## config.mk

```make
export PLATFORM = sky130hd
export DESIGN_NAME = pupg_ctrl
export DESIGN_NICKNAME = d
export VERILOG_FILES = /design/src/verilog/pupg_pkg.sv /design/src/verilog/pupg_ctrl.sv /design/src/verilog/pupg_sync2.sv
export VERILOG_INCLUDE_DIRS = /design/src /design/src/verilog
export SDC_FILE = /design/constraint.sdc
export NUM_CORES = 1
export LEC_CHECK = 0
export ABC_AREA = 0
export BUFFER_PORTS_ARGS = -buffer_cell sky130_fd_sc_hd__buf_4
export CAP_MARGIN = 20
export CORE_ASPECT_RATIO = 0.6
export CORE_MARGIN = 3
export CORE_UTILIZATION = 29
export DETAILED_ROUTE_END_ITERATION = 10
export PLACE_DENSITY = 0.58
export SKIP_CTS_REPAIR_TIMING = 1
export SLEW_MARGIN = 40
export SYNTH_ARGS = -nofsm -noshare
export SYNTH_HDL_FRONTEND = slang
export SYNTH_SLANG_ARGS = --single-unit
```

## constraint.sdc

```tcl
create_clock -name sys_clk -period 4.2 [get_ports sys_clk]
set_input_delay 0.21 -clock sys_clk [delete_from_list [all_inputs] [get_ports sys_clk]]
set_output_delay 0.21 -clock sys_clk [all_outputs]
set_load 0.01 [all_outputs]
```

## src/verilog/pupg_defs.svh

```systemverilog
// Register addresses, field positions, reset values and timing constants
`ifndef PUPG_DEFS_SVH
`define PUPG_DEFS_SVH

// Serial-port side register addresses
`define PUPG_ADDR_CFG1        8'h00
`define PUPG_ADDR_CFG2        8'h01
`define PUPG_ADDR_RATE        8'h04
`define PUPG_ADDR_PORT_DIR    8'h05
`define PUPG_ADDR_PORT_DATA   8'h06

// config_register_one fields
`define PUPG_CFG1_PD_CORE     7
`define PUPG_CFG1_PD_MAIN     6
`define PUPG_CFG1_PD_AUX      5
`define PUPG_CFG1_PD_REF      4
`define PUPG_CFG1_EXT_FAST    3

// config_register_two fields
`define PUPG_CFG2_INT_UPD     23
`define PUPG_CFG2_RATE_HI     15
`define PUPG_CFG2_RATE_LO     14

// Reset values
`define PUPG_CFG1_RST         32'h0000_0000
`define PUPG_CFG2_RST         32'h0000_0000
`define PUPG_RATE_RST         32'h0000_ffff
`define PUPG_PORT_DIR_RST     16'h0000
`define PUPG_PORT_DATA_RST    16'h0000

// Timing
`define PUPG_CLK_NS           40
`define PUPG_PULSE_NS         480
`define PUPG_PULSE_CYC        (`PUPG_PULSE_NS / `PUPG_CLK_NS)
`define PUPG_QUARTER_DIV      6'h04
`define PUPG_COUNT_STEP       32'h0000_0004
`define PUPG_STATIC_MAX       32'h0000_0003

`endif

```

## src/verilog/pupg_pkg.sv

```systemverilog
// Types shared by the profile, update, power and port control block
package pupg_pkg;

	typedef logic [7:0]  pupg_addr_type;
	typedef logic [31:0] pupg_word_type;
	typedef logic [15:0] pupg_port_type;
	typedef logic [2:0]  pupg_profile_type;

	typedef enum logic [3:0] {
		UPD_EXT   = 4'b0001,
		UPD_WAIT  = 4'b0010,
		UPD_PULSE = 4'b0100,
		UPD_HIGH  = 4'b1000
	} pupg_upd_state_type;

endpackage

```

## src/verilog/pupg_ctrl.sv

```systemverilog
// Profile select, register update, power-down and general-purpose port
//
// Operation
// RULE1: three profile pins select active profile 0 to 7 in binary.
// RULE2: update strobe rising edge copies buffered registers into active ones.
// RULE3: any profile pin change also copies buffered into active registers.
// RULE4: internal update bit turns strobe pin to output, makes own updates.
// RULE5: each internal update drives a twelve-cycle high pulse on the pin.
// RULE6: two-bit rate field divides quarter system clock by 1, 2, 4, 8.
// RULE7: divided clock steps 32-bit counter; period is two-to-A times B.
// RULE8: rate value three or less holds strobe output statically high.
// RULE9: with sleep pin low, four software bits power down four domains.
// RULE10: core power-down blocks writes except one clearing core bit.
// RULE11: sleep pin high powers down all four domains, overriding bits; with the fast-recovery bit set the ref input stays on.
// RULE12: control bit picks full or fast-recovery power-down for sleep pin.
// RULE13: port works only in upconvert mode with two-line serial link.
// RULE14: direction and data bit per pin; 1 output, 0 input.
// RULE15: output pins drive data bit; input pins read back pin level.
// RULE16: port data writes act at once, with no update needed.
// RULE17: pins are synchronised and edges detected to make one-cycle pulse.
`timescale 1ns/100ps
`include "pupg_defs.svh"

module pupg_ctrl (
	input  wire logic                       sys_clk,                 // 25 MHz
	input  wire logic                       sys_rst,                 // Sync
	input  wire logic                       profile_select_bit_zero, // Pin
	input  wire logic                       profile_select_bit_one,  // Pin
	input  wire logic                       profile_select_bit_two,  // Pin
	input  wire logic                       upd_pin_in,              // Pin in
	output logic                            upd_pin_out,             // Pin out
	output logic                            upd_pin_oe_n,            // Low=drive
	input  wire logic                       external_sleep_pin,      // Pin
	input  wire logic                       reg_wr_en,               // Write
	input  wire logic                       reg_rd_en,               // Read
	input  wire pupg_pkg::pupg_addr_type    reg_addr,                // Address
	input  wire pupg_pkg::pupg_word_type    reg_wdata,               // Wr data
	output pupg_pkg::pupg_word_type         reg_rdata,               // Rd data
	output logic                            reg_wr_refused,          // Pulse
	input  wire logic                       quadrature_upconvert_mode, // Mode
	input  wire logic                       serial_data_if_active,   // Link on
	input  wire pupg_pkg::pupg_port_type    port_pin_in,             // Pins in
	output pupg_pkg::pupg_port_type         port_pin_out,            // Pins out
	output pupg_pkg::pupg_port_type         port_pin_oe_n,           // Low=drive
	output pupg_pkg::pupg_profile_type      active_profile,          // Profile
	output logic                            update_xfer,             // Pulse
	output pupg_pkg::pupg_word_type         act_cfg1,                // Active
	output pupg_pkg::pupg_word_type         act_cfg2,                // Active
	output pupg_pkg::pupg_word_type         act_rate,                // Active
	output logic                            pd_core,                 // Core off
	output logic                            pd_main_dac,             // Main off
	output logic                            pd_aux_dac,              // Aux off
	output logic                            pd_ref_input,            // Ref off
	output logic                            pd_bias_pll              // Bias off
);

	import pupg_pkg::*;

	// Pin synchronisation
	logic [20:0]        raw_in;
	logic [20:0]        synced;
	pupg_profile_type   prof_s;
	logic               upd_s;
	logic               sleep_s;
	pupg_port_type      pin_s;

	assign raw_in = {port_pin_in, external_sleep_pin, upd_pin_in,
		profile_select_bit_two, profile_select_bit_one,
		profile_select_bit_zero};

	pupg_sync2 #(
		.WIDTH    (21)
	) u_sync (
		.sys_clk  (sys_clk),
		.sys_rst  (sys_rst),
		.async_in (raw_in),
		.sync_out (synced)
	); // [RULE17]

	assign prof_s  = synced[2:0];
	assign upd_s   = synced[3];
	assign sleep_s = synced[4];
	assign pin_s   = synced[20:5];

	// Edge history
	pupg_profile_type   prof_prev_q;
	pupg_profile_type   prof_prev_d;
	logic               upd_prev_q;
	logic               upd_prev_d;

	always_comb begin
		prof_prev_d = prof_s;
		upd_prev_d  = upd_s;
	end

	always_ff @(posedge sys_clk) begin
		if (sys_rst) begin
			prof_prev_q <= 3'h0;
			upd_prev_q  <= 1'b0;
		end else begin
			prof_prev_q <= prof_prev_d;
			upd_prev_q  <= upd_prev_d;
		end
	end

	// Update engine
	pupg_upd_state_type state_q;
	pupg_upd_state_type state_d;
	logic [5:0]         presc_q;
	logic [5:0]         presc_d;
	pupg_word_type      cnt_q;
	pupg_word_type      cnt_d;
	logic [3:0]         pulse_q;
	logic [3:0]         pulse_d;
	logic [5:0]         div_len;
	logic               tick;
	logic               int_fire;
	logic               int_en;
	logic               rate_static;
	logic               ext_rise;
	logic               prof_chg;
	logic               xfer;
	pupg_word_type      act_cfg1_q;
	pupg_word_type      act_cfg2_q;
	pupg_word_type      act_rate_q;

	assign int_en      = act_cfg2_q[`PUPG_CFG2_INT_UPD];
	assign rate_static = (act_rate_q <= `PUPG_STATIC_MAX);
	// Quarter-rate clock, further divided by 2^A
	assign div_len = `PUPG_QUARTER_DIV <<
		act_cfg2_q[`PUPG_CFG2_RATE_HI:`PUPG_CFG2_RATE_LO]; // [RULE6]
	assign tick = (presc_q == div_len - 6'h01);
	assign ext_rise = (state_q == UPD_EXT) && upd_s && !upd_prev_q; // [RULE2]
	assign prof_chg = (prof_s != prof_prev_q); // [RULE3]
	assign xfer     = ext_rise || prof_chg || int_fire; // [RULE17]

	always_comb begin
		state_d  = state_q;
		presc_d  = 6'h00;
		cnt_d    = cnt_q;
		pulse_d  = pulse_q;
		int_fire = 1'b0;
		case (state_q)
			UPD_EXT: begin
				cnt_d = act_rate_q;
				if (int_en) begin // [RULE4]
					state_d = rate_static ? UPD_HIGH : UPD_WAIT;
				end
			end
			UPD_WAIT, UPD_PULSE: begin
				if (!int_en) begin
					state_d = UPD_EXT;
				end else if (rate_static) begin
					state_d = UPD_HIGH; // [RULE8]
				end else begin
					presc_d = tick ? 6'h00 : presc_q + 6'h01;
					if (state_q == UPD_PULSE) begin
						if (pulse_q == 4'h0) begin
							state_d = UPD_WAIT;
						end else begin
							pulse_d = pulse_q - 4'h1;
						end
					end
					// Each tick is worth four system-clock counts of B
					if (tick) begin // [RULE7]
						if (cnt_q <= `PUPG_COUNT_STEP) begin
							int_fire = 1'b1;
							cnt_d    = act_rate_q;
							state_d  = UPD_PULSE;
							pulse_d  = 4'(`PUPG_PULSE_CYC - 1); // [RULE5]
						end else begin
							cnt_d = cnt_q - `PUPG_COUNT_STEP;
						end
					end
				end
			end
			UPD_HIGH: begin
				cnt_d = act_rate_q;
				if (!int_en) begin
					state_d = UPD_EXT;
				end else if (!rate_static) begin
					state_d = UPD_WAIT;
				end
			end
			default: begin
				state_d = UPD_EXT;
			end
		endcase
	end

	always_ff @(posedge sys_clk) begin
		if (sys_rst) begin
			state_q <= UPD_EXT;
			presc_q <= 6'h00;
			cnt_q   <= `PUPG_RATE_RST;
			pulse_q <= 4'h0;
		end else begin
			state_q <= state_d;
			presc_q <= presc_d;
			cnt_q   <= cnt_d;
			pulse_q <= pulse_d;
		end
	end

	// Registers: buffered, active and port
	pupg_word_type      buf_cfg1_q;
	pupg_word_type      buf_cfg1_d;
	pupg_word_type      buf_cfg2_q;
	pupg_word_type      buf_cfg2_d;
	pupg_word_type      buf_rate_q;
	pupg_word_type      buf_rate_d;
	pupg_word_type      act_cfg1_d;
	pupg_word_type      act_cfg2_d;
	pupg_word_type      act_rate_d;
	pupg_port_type      port_dir_q;
	pupg_port_type      port_dir_d;
	pupg_port_type      port_data_q;
	pupg_port_type      port_data_d;
	pupg_word_type      rdata_q;
	pupg_word_type      rdata_d;
	logic               refused_q;
	logic               refused_d;
	logic               pd_core_q;
	logic               wake_wr;
	logic               wr_ok;
	pupg_port_type      port_read;

	// A write clearing the core bit must always land, else no way back
	assign wake_wr = (reg_addr == `PUPG_ADDR_CFG1) &&
		!reg_wdata[`PUPG_CFG1_PD_CORE];
	assign wr_ok = reg_wr_en && (!pd_core_q || wake_wr); // [RULE10]
	assign port_read = (port_data_q & port_dir_q) |
		(pin_s & ~port_dir_q); // [RULE15]

	always_comb begin
		buf_cfg1_d  = buf_cfg1_q;
		buf_cfg2_d  = buf_cfg2_q;
		buf_rate_d  = buf_rate_q;
		port_dir_d  = port_dir_q;
		port_data_d = port_data_q;
		if (wr_ok) begin
			if (reg_addr == `PUPG_ADDR_CFG1) begin
				buf_cfg1_d = reg_wdata;
			end else if (reg_addr == `PUPG_ADDR_CFG2) begin
				buf_cfg2_d = reg_wdata;
			end else if (reg_addr == `PUPG_ADDR_RATE) begin
				buf_rate_d = reg_wdata;
			end else if (reg_addr == `PUPG_ADDR_PORT_DIR) begin
				port_dir_d = reg_wdata[15:0]; // [RULE14]
			end else if (reg_addr == `PUPG_ADDR_PORT_DATA) begin
				port_data_d = reg_wdata[15:0]; // [RULE16]
			end
		end
		act_cfg1_d = act_cfg1_q;
		act_cfg2_d = act_cfg2_q;
		act_rate_d = act_rate_q;
		if (xfer) begin // [RULE2]
			act_cfg1_d = buf_cfg1_d;
			act_cfg2_d = buf_cfg2_d;
			act_rate_d = buf_rate_d;
		end
		// Waking the core bypasses the update so the core can run again
		if (pd_core_q && wr_ok) begin // [RULE10]
			act_cfg1_d[`PUPG_CFG1_PD_CORE] = 1'b0;
		end
		refused_d = reg_wr_en && !wr_ok;
		rdata_d   = rdata_q;
		if (reg_rd_en) begin
			if (reg_addr == `PUPG_ADDR_CFG1) begin
				rdata_d = buf_cfg1_q;
			end else if (reg_addr == `PUPG_ADDR_CFG2) begin
				rdata_d = buf_cfg2_q;
			end else if (reg_addr == `PUPG_ADDR_RATE) begin
				rdata_d = buf_rate_q;
			end else if (reg_addr == `PUPG_ADDR_PORT_DIR) begin
				rdata_d = {16'h0000, port_dir_q};
			end else if (reg_addr == `PUPG_ADDR_PORT_DATA) begin
				rdata_d = {16'h0000, port_read};
			end else begin
				rdata_d = 32'h0000_0000;
			end
		end
	end

	always_ff @(posedge sys_clk) begin
		if (sys_rst) begin
			buf_cfg1_q  <= `PUPG_CFG1_RST;
			buf_cfg2_q  <= `PUPG_CFG2_RST;
			buf_rate_q  <= `PUPG_RATE_RST;
			act_cfg1_q  <= `PUPG_CFG1_RST;
			act_cfg2_q  <= `PUPG_CFG2_RST;
			act_rate_q  <= `PUPG_RATE_RST;
			port_dir_q  <= `PUPG_PORT_DIR_RST;
			port_data_q <= `PUPG_PORT_DATA_RST;
			rdata_q     <= 32'h0000_0000;
			refused_q   <= 1'b0;
		end else begin
			buf_cfg1_q  <= buf_cfg1_d;
			buf_cfg2_q  <= buf_cfg2_d;
			buf_rate_q  <= buf_rate_d;
			act_cfg1_q  <= act_cfg1_d;
			act_cfg2_q  <= act_cfg2_d;
			act_rate_q  <= act_rate_d;
			port_dir_q  <= port_dir_d;
			port_data_q <= port_data_d;
			rdata_q     <= rdata_d;
			refused_q   <= refused_d;
		end
	end

	// Output stage
	logic               fast_rec;
	logic               gp_en;
	logic               pd_core_d;
	logic               pd_main_q;
	logic               pd_main_d;
	logic               pd_aux_q;
	logic               pd_aux_d;
	logic               pd_ref_q;
	logic               pd_ref_d;
	logic               pd_bias_q;
	logic               pd_bias_d;
	logic               upd_out_q;
	logic               upd_out_d;
	logic               upd_oe_n_q;
	logic               upd_oe_n_d;
	pupg_port_type      pin_out_q;
	pupg_port_type      pin_out_d;
	pupg_port_type      pin_oe_n_q;
	pupg_port_type      pin_oe_n_d;
	pupg_profile_type   profile_q;
	pupg_profile_type   profile_d;
	logic               xfer_q;
	logic               xfer_d;

	assign fast_rec = act_cfg1_q[`PUPG_CFG1_EXT_FAST];
	assign gp_en    = quadrature_upconvert_mode && serial_data_if_active;

	always_comb begin
		if (sleep_s) begin // [RULE11]
			pd_core_d = 1'b1;
			pd_main_d = 1'b1;
			pd_aux_d  = 1'b1;
			pd_ref_d  = !fast_rec; // [RULE12]
			pd_bias_d = !fast_rec;
		end else begin // [RULE9]
			pd_core_d = act_cfg1_d[`PUPG_CFG1_PD_CORE];
			pd_main_d = act_cfg1_d[`PUPG_CFG1_PD_MAIN];
			pd_aux_d  = act_cfg1_d[`PUPG_CFG1_PD_AUX];
			pd_ref_d  = act_cfg1_d[`PUPG_CFG1_PD_REF];
			pd_bias_d = 1'b0;
		end
		upd_out_d  = (state_d == UPD_PULSE) || (state_d == UPD_HIGH); // [RULE5]
		upd_oe_n_d = (state_d == UPD_EXT); // [RULE4]
		pin_out_d  = port_data_d;
		pin_oe_n_d = gp_en ? ~port_dir_d : 16'hffff; // [RULE13]
		profile_d  = prof_s; // [RULE1]
		xfer_d     = xfer;
	end

	always_ff @(posedge sys_clk) begin
		if (sys_rst) begin
			pd_core_q  <= 1'b0;
			pd_main_q  <= 1'b0;
			pd_aux_q   <= 1'b0;
			pd_ref_q   <= 1'b0;
			pd_bias_q  <= 1'b0;
			upd_out_q  <= 1'b0;
			upd_oe_n_q <= 1'b1;
			pin_out_q  <= 16'h0000;
			pin_oe_n_q <= 16'hffff;
			profile_q  <= 3'h0;
			xfer_q     <= 1'b0;
		end else begin
			pd_core_q  <= pd_core_d;
			pd_main_q  <= pd_main_d;
			pd_aux_q   <= pd_aux_d;
			pd_ref_q   <= pd_ref_d;
			pd_bias_q  <= pd_bias_d;
			upd_out_q  <= upd_out_d;
			upd_oe_n_q <= upd_oe_n_d;
			pin_out_q  <= pin_out_d;
			pin_oe_n_q <= pin_oe_n_d;
			profile_q  <= profile_d;
			xfer_q     <= xfer_d;
		end
	end

	assign upd_pin_out    = upd_out_q;
	assign upd_pin_oe_n   = upd_oe_n_q;
	assign reg_rdata      = rdata_q;
	assign reg_wr_refused = refused_q;
	assign port_pin_out   = pin_out_q;
	assign port_pin_oe_n  = pin_oe_n_q;
	assign active_profile = profile_q;
	assign update_xfer    = xfer_q;
	assign act_cfg1       = act_cfg1_q;
	assign act_cfg2       = act_cfg2_q;
	assign act_rate       = act_rate_q;
	assign pd_core        = pd_core_q;
	assign pd_main_dac    = pd_main_q;
	assign pd_aux_dac     = pd_aux_q;
	assign pd_ref_input   = pd_ref_q;
	assign pd_bias_pll    = pd_bias_q;

endmodule // pupg_ctrl

```

## src/verilog/pupg_sync2.sv

```systemverilog
// Two flip-flop synchroniser for pin inputs
`timescale 1ns/100ps

module pupg_sync2 #(
	parameter int WIDTH = 1
) (
	input  wire logic             sys_clk,  // System clock
	input  wire logic             sys_rst,  // Synchronous reset
	input  wire logic [WIDTH-1:0] async_in, // Raw pin levels
	output logic      [WIDTH-1:0] sync_out  // Synchronised levels
);

	logic [WIDTH-1:0] meta_q;
	logic [WIDTH-1:0] meta_d;
	logic [WIDTH-1:0] sync_q;
	logic [WIDTH-1:0] sync_d;

	always_comb begin
		meta_d = async_in;
		sync_d = meta_q;
	end

	always_ff @(posedge sys_clk) begin
		if (sys_rst) begin
			meta_q <= '0;
			sync_q <= '0;
		end else begin
			meta_q <= meta_d;
			sync_q <= sync_d;
		end
	end

	assign sync_out = sync_q;

endmodule // pupg_sync2

```

Word-level counts from Yosys, hierarchy flattened
Index checks and enable logic that the tools add are counted.

Add/sub/neg operators: 4. $lt $le $gt $ge: 2. Equal/unequal tests: 16. Shift-type cells: 1. Muxes and demuxes: 50. Bitwise logic cells: 14. Reductions and logical operators: 27.

Operators by type and width (count): 2-to-1 mux 32 bit (16); 2-to-1 mux 16 bit (7); one-hot mux 32 bit (2 select lines) (1); 2-to-1 mux 4 bit (14); AND 16 bit (2); less-or-equal comparator 32 x 2 -> 1 bit, second input constant (1); less-or-equal comparator 32 x 3 -> 1 bit, second input constant (1); NOT 16 bit (2); subtractor 32 x 3 -> 32 bit, second input constant (1); == test 8 x 3 -> 1 bit, second input constant (3); bitwise OR 16 bit (1); one-hot mux 4 bit (3 select lines) (1); 2-to-1 mux 1 bit (10); NOT 1 bit (9); == test 4 x 1 -> 1 bit, second input constant (2); == test 4 x 3 -> 1 bit, second input constant (2); == test 4 bit, second input constant (2); == test 8 x 1 -> 1 bit, second input constant (1); logical NOT 8 bit (1); 2-to-1 mux 8 bit (1); OR reduction 2 bit (4); logical AND 1 bit (7); adder 6 x 1 -> 6 bit, second input constant (1); == test 6 bit (1); other kinds (14) (23).

Register bits: 373. Input bits: 67. Output and inout bits: 172. Word-level logic and storage cells: 142.

Longest topological paths before layout
Gate-level depths: netlist of run 1.

Depth in word-level cells: 11. Mapped depth: 10. Depth with buffers taken out: 8.

Cells and area by module
From an unflattened synthesis of run 1, not the netlist that was laid out.

Cells, all modules: 1605. Area total of the unflattened synthesis: 15045.7 um2.

Modules (own cells, without submodules): pupg_ctrl (times used 1, cells each 1517, area an instance 13922.1 um2, seq. area each 6626.4 um2); pupg_sync2 (times used 1, cells each 88, area an instance 1123.6 um2, seq. area each 840.8 um2).

Least setup slack after synthesis of run 1
OpenSTA, ideal clock, no wires.

Kind: reg-to-reg. From: register presc_q[0]. To: register cnt_q[20]. Setup time: 0.117 ns. Arrival time: 2.857 ns. Required time: 4.083 ns. Slack: 1.226 ns. Cell stages (with the launch flop): 9. Path buffers: 1. Clock period less this slack: 2.974 ns. Path through: dfxtp_1 ha_1 or4b_2 a2111oi_0 nor2_1 o21ai_1 buf_2 o21ai_0 a32o_1.

Word-level cells in the longest chain between the ends: 3.

Ends and longest elaborated chain: start, declared (RTL line pupg_ctrl.sv:109) `logic [5:0] presc_q;`; start signal, assigned (RTL line pupg_ctrl.sv:199) `presc_q <= presc_d;`; == test 6 bit (RTL line pupg_ctrl.sv:132) `assign tick = (presc_q == div_len - 6'h01);`; inequality test 2 bit (no source line); AND reduction 4 bit (no source line); end signal, assigned (RTL line pupg_ctrl.sv:195) `` cnt_q <= `PUPG_RATE_RST; ``; end signal, assigned (RTL line pupg_ctrl.sv:200) `cnt_q <= cnt_d;`; end, declared (RTL line pupg_ctrl.sv:111) `pupg_word_type cnt_q;`.

No other way between the ends. A chain may end at the register's enable or synchronous reset.

Worst setup path in the final report of run 1
From: register cnt_q[18]. To: register act_cfg2_q[18] (netlist: act_cfg2[18]).

Word-level cells in the longest chain between the ends: 7.

Ends and longest elaborated chain: less-or-equal comparator 32 x 3 -> 1 bit (no source line); 2-to-1 mux 1 bit (RTL line pupg_ctrl.sv:166) `` if (cnt_q <= `PUPG_COUNT_STEP) begin ``; 2-to-1 mux 1 bit (RTL line pupg_ctrl.sv:165) `if (tick) begin`; 2-to-1 mux 1 bit (RTL line pupg_ctrl.sv:153) `end else if (rate_static) begin`; 2-to-1 mux 1 bit (RTL line pupg_ctrl.sv:151) `if (!int_en) begin`; 2-to-1 mux 1 bit (RTL line pupg_ctrl.sv:143) `case (state_q)`; logical OR 1 bit (RTL line pupg_ctrl.sv:135) `assign xfer = ext_rise || prof_chg || int_fire;`; end signal, assigned (RTL line pupg_ctrl.sv:291) `` act_cfg2_q <= `PUPG_CFG2_RST; ``; end signal, assigned (RTL line pupg_ctrl.sv:302) `act_cfg2_q <= act_cfg2_d;`; end, declared (RTL line pupg_ctrl.sv:124) `pupg_word_type act_cfg2_q;`.

No other way between the ends.

==> results.ini, run 1 <==
[run_status]
status = complete, but fails checks
violations = hold timing

[sta]
tightest_slew_ns = 0.797
grt_setup_unrepaired = false
max_freq_mhz = 282
finalSetupViolations = 0
min_period_ns = 3.55
final-hold-violation-count = 1
clock_skew_ns = 0.0339
finalCritPeriodShare_pct = 84.5
slew_headroom_pct = 46.7
maxSlewViolCount = 0
setup-tns-final_ns = 0
hold_slack_ns = -0.00312

[grt]
antenna_found_initial = 1
grt_usage_pct = 18.1
grt_start_max_net_pins = 111
grt_pass1_wl_um = 75600
first_global_vias = 12300
grt_overflow = 0

[detailed_routing]
drtAntennaViolNets = 0
vias = 12700
drc = 0
viasPerCell = 5.05
post_drt_wl_per_cell_um = 20.1
first_pass_iters = 5
drt_wl_total_um = 50600
drt-initial-drc-count = 818

[synth]
synth_flop_cell = dfxtp_1
async_flop_share_pct = 0
yosys-top-cells-count = dfxtp_1, nor2_1, mux2i_1
synth_nets = 1633
synthCells = 1562
netlist_top_cells_area = dfxtp_1, mux2i_1, nor2_1
yosysWarnings = 0
yosysUniqueCellTypes = 69
yosysMostFrequentCell = dfxtp_1
synth_area_per_cell_um2 = 9.45
synth-seq-cells = 373
synthDominantCellAreaShare_pct = 50.6
synth_edf_count = 0
synth_area_mm2 = 0.0148
synth_largest_area_cell = dfxtp_1
ys_seq_area_share_pct = 50.6

[worst_setup_path]
crit_fanout = 77
cp-end-kind = register
crit_path_cell_trace = or4_4 > or4b_1 > or4_4 > o31ai_4 > buf_12 > buf_4 > nor2_1 > a211oi_1
cp_slowest_cell = or4_4
max_stage_delay_ns = 0.64
cp-start-kind = register
crit_arrival_ns = 4.01
worst_path_dominant_cell_family = simple AND/OR/NAND/NOR gates
crit_path_frequent_cell = or4_4
path_class = register to register
worstPathBufferInverterCount = 2
required_ns = 4.66

[floorplan]
io_pins = 239
die_w_um = 297
die_h_um = 181
floorplan.initialDensity_pct = 29.6
dieArea_mm2 = 0.0537
fp-row-count = 63
fp.coreArea_mm2 = 0.0498

[clock_network]
cts_tree = built
htreeDepth = 2
clock_latency_ns = 0.55
clkSlewWorstSetupHoldPaths_ns = 0.06
numCtsBuffers = 37
clockBufferDepth = 3
cts_root_buf = clkbuf_16
cts_sinks = 373

[pwr]
fin_total_pwr_uw = 8020
ir_drop_mv = 0.242
p_leak_uw = 0.00814
powerDensity_mw_per_mm2 = 423

[place]
hpwl_um = 35600
place.port_buffers = 238
dp_cells = 2402
routabilityCongestion = 0.862
placed_area_mm2 = 0.0173

[run]
maxCapViolCount = 0

[layout]
layout.nets = 1882
final_cells = 2517
drive_gt1_share_pct = 21.0
stdcell_area_mm2 = 0.0189
area_growth_pct = 28.3
register_area_mm2 = 0.00747
final.fill_count = 5051
multiInputGateArea_mm2 = 0.00679

[worst_hold_path]
worst_hold_path_type = primary input to register

-- stage by stage --
stage	setup slack (ns)	util, %
3_3_place_gp	0.786	34.6
4_1_cts	0.685	36.9
5_1_grt	0.429	38.0
3_5_place_dp	0.661	34.6
2_1_floorplan	1.23	-
6_report	0.650	38.0
-- placed cells by master (no fill, tap or decap), types with 13 or more instances in the layout --
master / synthesis / layout
a221oi_1: 17 / 17
nor4_1: 19 / 18
a21oi_1: 39 / 39
a211oi_1: 89 / 89
nand3_1: 39 / 37
a21o_1: 17 / 17
nand2b_1: 43 / 43
or2_2: 19 / 19
clkbuf_16: 0 / 37
nor3_1: 28 / 27
nor2_1: 256 / 256
nand2_1: 76 / 74
o21ai_0: 47 / 46
buf_4: 4 / 263
a22oi_1: 13 / 13
inv_1: 20 / 19
mux2_2: 29 / 29
dlygate4sd3_1: 0 / 52
dfxtp_1: 373 / 373
nor2b_1: 48 / 48
mux2i_1: 148 / 148
-- final timing paths --
path / start / to / slack (ns) / cells after the start
setup / recovery: cnt_q[18]$_SDFFE_PP0P_ / act_cfg2[18]$_SDFFE_PP0N_ / 0.65 / 8
hold / removal: reg_wdata[6] / port_pin_out[6]$_SDFFE_PP0P_ / -0.003 / 3
setup reg to reg: cnt_q[18]$_SDFFE_PP0P_ / act_cfg2[18]$_SDFFE_PP0N_ / 0.65 / 8
hold reg to reg: u_sync.meta_q[0]$_SDFF_PP0_ / u_sync.sync_out[0]$_SDFF_PP0_ / 0.43 / 1
-- registers in the layout, indices dropped and copies added (netlist names), 3 cells and up --
| name | flops |
|---|---|
| buf_cfg1_q | 32 |
| presc_q | 6 |
| act_cfg2 | 32 |
| u_sync.sync_out | 21 |
| state_q | 4 |
| port_pin_out | 16 |
| act_rate | 32 |
| port_pin_oe_n | 16 |
| active_profile | 3 |
| reg_rdata | 32 |
| port_dir_q | 16 |
| act_cfg1 | 32 |
| buf_rate_q | 32 |
| pulse_q | 4 |
| buf_cfg2_q | 32 |
| cnt_q | 32 |
| u_sync.meta_q | 21 |
-- cell families after synthesis --
kind of cell               Yosys count  synth area share (%)
DFF                                373                  50.6
xor gates and xnor gates            10                 0.594
and+or+nand+nor                    575                  18.6
muxes                              177                  12.3
adders and majority gates            4                 0.339
AOI/OAI and AO/OA                  293                  14.1
buffers and inverters              130                  3.60
-- tightest hold or removal path, stage by stage --
cell	delay (ns)
buf_4	0.12
mux2i_1	0.07
nor2_1	0.08
-- where the power goes --
group | switching [uW] | internal (uW) | leakage, uW
clock network | 1430 | 1790 | 0.000570
registers | 146 | 3690 | 0.00304
logic | 549 | 412 | 0.00453
-- routing by layer --
metal | part of all wire (%) | track usage (%) | vias to the layer above
met5 | 0 | 0 | -
met4 | 3.4 | 6.85 | 0
met3 | 7.0 | 4.25 | 93
met2 | 45 | 28.5 | 440
met1 | 45 | 24.2 | 6135
li1 | - | - | 6034
-- layout make-up --
class | count | share of cell area, %
inverter | 20 | 0.396
tap | 682 | 4.51
clock inverter | 10 | 0.416
antenna | 1 | 0.0132
sequential | 373 | 39.4
clock buffer | 52 | 5.66
timing repair buffer | 320 | 13.7
multi-input combinational | 1059 | 35.9
Note: power is estimated with default switching activity, not from simulation.
==> run 2, diff against run 1 <==
==> constraint.sdc (replaced) <==
create_clock -name sys_clk -period 3.5 [get_ports sys_clk]
set_input_delay 0.175 -clock sys_clk [delete_from_list [all_inputs] [get_ports sys_clk]]
set_output_delay 0.175 -clock sys_clk [all_outputs]
set_load 0.01 [all_outputs]
==> run 2 against run 1 <==
The run now ends clean. Register-to-register slack got worse by 0.40 ns. Combinational power increased by 30%. Core utilization increased by 0.92 points. Clock power increased by 38%. Via count increased by 1.3%.
==> results.ini, run 2 (synthesis results as in run 1) <==
[clock_network]
clock_latency_ns = 0.55
clkSlewWorstSetupHoldPaths_ns = 0.07
cts_root_buf = clkbuf_16
htreeDepth = 2
numCtsBuffers = 38
cts_tree = built
clockBufferDepth = 3
cts_sinks = 373

[pwr]
p_leak_uw = 0.00840
ir_drop_mv = 0.310
powerDensity_mw_per_mm2 = 530

[sta]
max_freq_mhz = 308
tightest_slew_ns = 0.744
min_period_ns = 3.25
clock_skew_ns = 0.0227
slew_headroom_pct = 50.4
maxSlewViolCount = 0
final-hold-violation-count = 0
setup-tns-final_ns = 0
grt_setup_unrepaired = false
hold_slack_ns = 0.0175
finalSetupViolations = 0
finalCritPeriodShare_pct = 92.7
setup_ws_ns = 0.254

[run_status]
status = finished, final reports clean

[layout]
final_cells = 2557
drive_gt1_share_pct = 22.6
final.fill_count = 5035
multiInputGateArea_mm2 = 0.00679
mostFrequentLayoutCells = dfxtp_1, buf_4, nor2_1, mux2i_1, a211oi_1
register_area_mm2 = 0.00747
antenna_cells = 0
layout.nets = 1917
area_growth_pct = 31.4
stdcell_area_mm2 = 0.0194
mostFrequentLayoutCell = dfxtp_1

[place]
hpwl_um = 37000
place.port_buffers = 238
dpl_worst_slack_ns = 0.289
routabilityCongestion = 0.882
dp_cells = 2435
placed_area_mm2 = 0.0175

[worst_setup_path]
cp-start-kind = register
worstReg2RegStart = cnt_q[19]$_SDFFE_PP0P_
rr_worst_depth = 8
cp-end-kind = register
required_ns = 3.94
crit_fanout = 33
r2r_end = act_cfg2[12]$_SDFFE_PP0N_
path_class = register to register
regToRegSetupSlack_ns = 0.25
crit_arrival_ns = 3.68

[grt]
grt_start_max_net_pins = 97
grt_pass1_wl_um = 77900
first_global_vias = 12500
antenna_found_initial = 0
grt_overflow = 0
grt_usage_pct = 18.6

[worst_hold_path]
worst_hold_path_type = primary input to register
whs_endpoint = port_pin_out[7]$_SDFFE_PP0P_
min_from = reg_wdata[7]
min_delay_path_depth = 3

[floorplan]
die_w_um = 297
io_pins = 239
dieArea_mm2 = 0.0537
floorplan.initialDensity_pct = 29.6
die_h_um = 181
fp-row-count = 63
fp.coreArea_mm2 = 0.0498

[detailed_routing]
drtAntennaViolNets = 0
drc = 0
viasPerCell = 5.03
drt_wl_total_um = 51700
post_drt_wl_per_cell_um = 20.2
vias = 12900
first_pass_iters = 7
drt-initial-drc-count = 996

[run]
maxCapViolCount = 0

## run 2: per-stage QoR
stage          utilization [%]  power (uW)
2_1_floorplan                -        5310
3_3_place_gp              35.1        5860
3_5_place_dp              35.2        5880
4_1_cts                   37.9       10300
5_1_grt                   38.9       10700
6_report                  38.9       10300
## run 2: cell type report
type,instances,area share [%]
Sequential cell,373,38.5
Timing Repair Buffer,354,14.8
Inverter,20,0.387
Tap cell,682,4.40
Multi-Input combinational cell,1059,35.0
Clock buffer,49,5.37
Clock inverter,20,1.57
## run 2: worst max-delay path: stages (launching register included)
cell and delay, ns:
dfxtp_1 0.36, or4_4 0.55, or4b_1 0.52, or4_4 0.61, o31ai_4 0.26, buf_12 0.30
buf_12 0.22, nor2_1 0.05, a211oi_1 0.23
## run 2: per-layer routing
metal  wire length, um  vias to the layer above  track usage (%)
met1             23500                     6261             25.5
met4              1240                        0             4.93
met2             23700                      416             29.8
met3              3230                       73             3.83
li1                  -                     6117                -
met5                 0                        -                0
## run 2: how the worst max path moves through the flow
stage / start / to / slack, ns / depth (start not counted)
floorplan: presc_q[0]$_SDFF_PP0_ / cnt_q[20]$_SDFFE_PP0P_ / 0.53 / 8
global placement: cnt_q[18]$_SDFFE_PP0P_ / act_cfg2[14]$_SDFFE_PP0N_ / 0.37 / 8
detailed placement: cnt_q[18]$_SDFFE_PP0P_ / act_cfg1[14]$_SDFFE_PP0N_ / 0.29 / 8
CTS: cnt_q[19]$_SDFFE_PP0P_ / act_cfg1[14]$_SDFFE_PP0N_ / 0.25 / 8
global route: presc_q[0]$_SDFF_PP0_ / act_cfg1[15]$_SDFFE_PP0N_ / 0.008 / 10
finish: cnt_q[19]$_SDFFE_PP0P_ / act_cfg2[12]$_SDFFE_PP0N_ / 0.25 / 8
## run 2: report_power, final
group          total [uW]  leakage (uW)  switching [uW]  internal [uW]
registers            4590       0.00304             162           4430
clock network        4430      0.000662            1790           2640
logic                1250       0.00470             695            556
total               10300       0.00840            2650           7630
==> run 3, diff against run 2 <==
--- a/config.mk
+++ b/config.mk
@@ -11,11 +11,13 @@
 export CAP_MARGIN = 20
 export CORE_ASPECT_RATIO = 0.6
 export CORE_MARGIN = 3
-export CORE_UTILIZATION = 29
+export CORE_UTILIZATION = 30
 export DETAILED_ROUTE_END_ITERATION = 10
-export PLACE_DENSITY = 0.58
+export GPL_TIMING_DRIVEN = 0
+export PLACE_DENSITY = 0.59
 export SKIP_CTS_REPAIR_TIMING = 1
 export SLEW_MARGIN = 40
 export SYNTH_ARGS = -nofsm -noshare
 export SYNTH_HDL_FRONTEND = slang
 export SYNTH_SLANG_ARGS = --single-unit
+export TNS_END_PERCENT = 10
==> run 3 against run 2 <==
Die area shrank 3.2%. Core utilization rose by 1.2 points. Register-to-register slack got worse by 0.14 ns. Largest cell class unchanged. Routed wire length is 16% higher. Combinational power rose by 5%. Sequential power is 0.9% higher. Largest power group unchanged. Power grew 0.45%. Clock power shrank 1%. Global-route usage up 3.5 points. Critical endpoint is now cnt_q[23]$_SDFFE_PP0P_. Cell area is 0.30% lower. Setup slack worse by 0.14 ns.
==> results.ini, run 3 (synthesis results as in run 1) <==
[grt]
antenna_found_initial = 5
grt_start_max_net_pins = 15
grt_usage_pct = 22.1
grt_overflow = 0
grt_pass1_wl_um = 85900
first_global_vias = 13000

[detailed_routing]
drt-initial-drc-count = 1290
first_pass_iters = 6
post_drt_wl_per_cell_um = 23.3
viasPerCell = 5.33
vias = 13600
drc = 0
drt_wl_total_um = 59800
drtAntennaViolNets = 0

[layout]
mostFrequentLayoutCells = dfxtp_1, nor2_1, buf_4, mux2i_1, a211oi_1
final.fill_count = 4786
stdcell_area_mm2 = 0.0193
final_cells = 2562
antenna_cells = 0
drive_gt1_share_pct = 21.2
mostFrequentLayoutCell = dfxtp_1
area_growth_pct = 31.0
layout.nets = 1964

[worst_setup_path]
worstReg2RegStart = cnt_q[18]$_SDFFE_PP0P_
cp_slowest_cell = or4_4
cp-endpoint = cnt_q[23]$_SDFFE_PP0P_
crit_path_cell_trace = or4_4 > or4b_1 > buf_2 > or4_4 > buf_2 > nand2_2 > buf_4 > nand2_2 > o2111a_1
path_class = register to register
rr_worst_depth = 9
crit_arrival_ns = 3.82
r2r_end = cnt_q[23]$_SDFFE_PP0P_
crit_fanout = 10
regToRegSetupSlack_ns = 0.11
required_ns = 3.93
startpoint = cnt_q[18]$_SDFFE_PP0P_
cp-start-kind = register
max_stage_delay_ns = 0.57
cp-end-kind = register

[clock_network]
clock_latency_ns = 0.57
cts_root_buf = clkbuf_16
cts_sinks = 373
clockBufferDepth = 3
htreeDepth = 2
numCtsBuffers = 38
cts_tree = built
clkSlewWorstSetupHoldPaths_ns = 0.06

[sta]
clock_skew_ns = 0.0399
setup_ws_ns = 0.111
finalSetupViolations = 0
tightest_slew_ns = 0.893
finalCritPeriodShare_pct = 96.8
min_period_ns = 3.39
max_freq_mhz = 295
final-hold-violation-count = 0
maxSlewViolCount = 0
slew_headroom_pct = 40.4
grt_setup_unrepaired = false

[floorplan]
fp-row-count = 62
fp.coreArea_mm2 = 0.0482
die_w_um = 292
die_h_um = 178
floorplan.initialDensity_pct = 30.6
io_pins = 239
dieArea_mm2 = 0.0520

[run_status]
status = finished, final reports clean

[run]
maxCapViolCount = 0

[place]
hpwl_um = 44500
place.port_buffers = 236
routabilityCongestion = 0.905
dp_cells = 2439
dpl_worst_slack_ns = -0.527
placed_area_mm2 = 0.0174

[worst_hold_path]
worst_hold_path_type = primary input to register
min_from = reg_addr[6]
min_delay_path_depth = 4

[pwr]
ir_drop_mv = 0.310
fin_total_pwr_uw = 10300
p_leak_uw = 0.00832
powerDensity_mw_per_mm2 = 534

run 3: final cells by class:
type	instances	area (um^2)	share of cell area, %
clock inverter	10	176	0.912
timing repair buffer	291	2320	12.0
tap	640	801	4.14
sequential	373	7470	38.6
clock buffer	59	1170	6.05
buffer	110	488	2.52
inverter	20	75.1	0.388
multi-input combinational	1059	6850	35.4
run 3: worst min-delay path by stage:
stage                                         to
CTS                 u_sync.meta_q[18]$_SDFF_PP0_
finish                reg_rdata[31]$_SDFFE_PP0P_
detailed placement  u_sync.meta_q[18]$_SDFF_PP0_
floorplan            u_sync.meta_q[0]$_SDFF_PP0_
global placement     u_sync.meta_q[1]$_SDFF_PP0_
global route          reg_rdata[20]$_SDFFE_PP0P_
run 3: worst max-delay path, delay by kind of cell, from the launching register on:
family | cells | cell delay, ns
buffers and inverters | 3 | 0.68
AOI/OAI and AO/OA | 1 | 0.28
DFF | 1 | 0.36
and+or+nand+nor | 5 | 1.94
run 3: per-stage QoR:
stage | TNS [ns] | utilization, % | hold slack, ns
after floorplan | 0 | - | 0.303
after global placement | -65.94 | 36.0 | 0.394
after detailed placement | -27.21 | 36.1 | 0.392
after CTS | -24.11 | 38.9 | -0.204
after global routing | 0 | 40.1 | 0.115
final | 0 | 40.1 | 0.104
run 3: power breakdown:
group | total (uW) | switching (uW) | leakage (uW) | internal [uW]
clock network | 4380 | 1840 | 0.000661 | 2550
logic | 1310 | 792 | 0.00462 | 521
registers | 4630 | 196 | 0.00304 | 4430
total | 10300 | 2820 | 0.00832 | 7500
run 3: metal layers:
layer / vias to the layer above / wire length (um) / global-route usage, %
met4: 8 / 1410 / 5.55
met5: - / 54 / 0
met3: 95 / 5230 / 5.52
met1: 6743 / 27300 / 31.3
met2: 597 / 25800 / 33.7
li1: 6204 / - / -
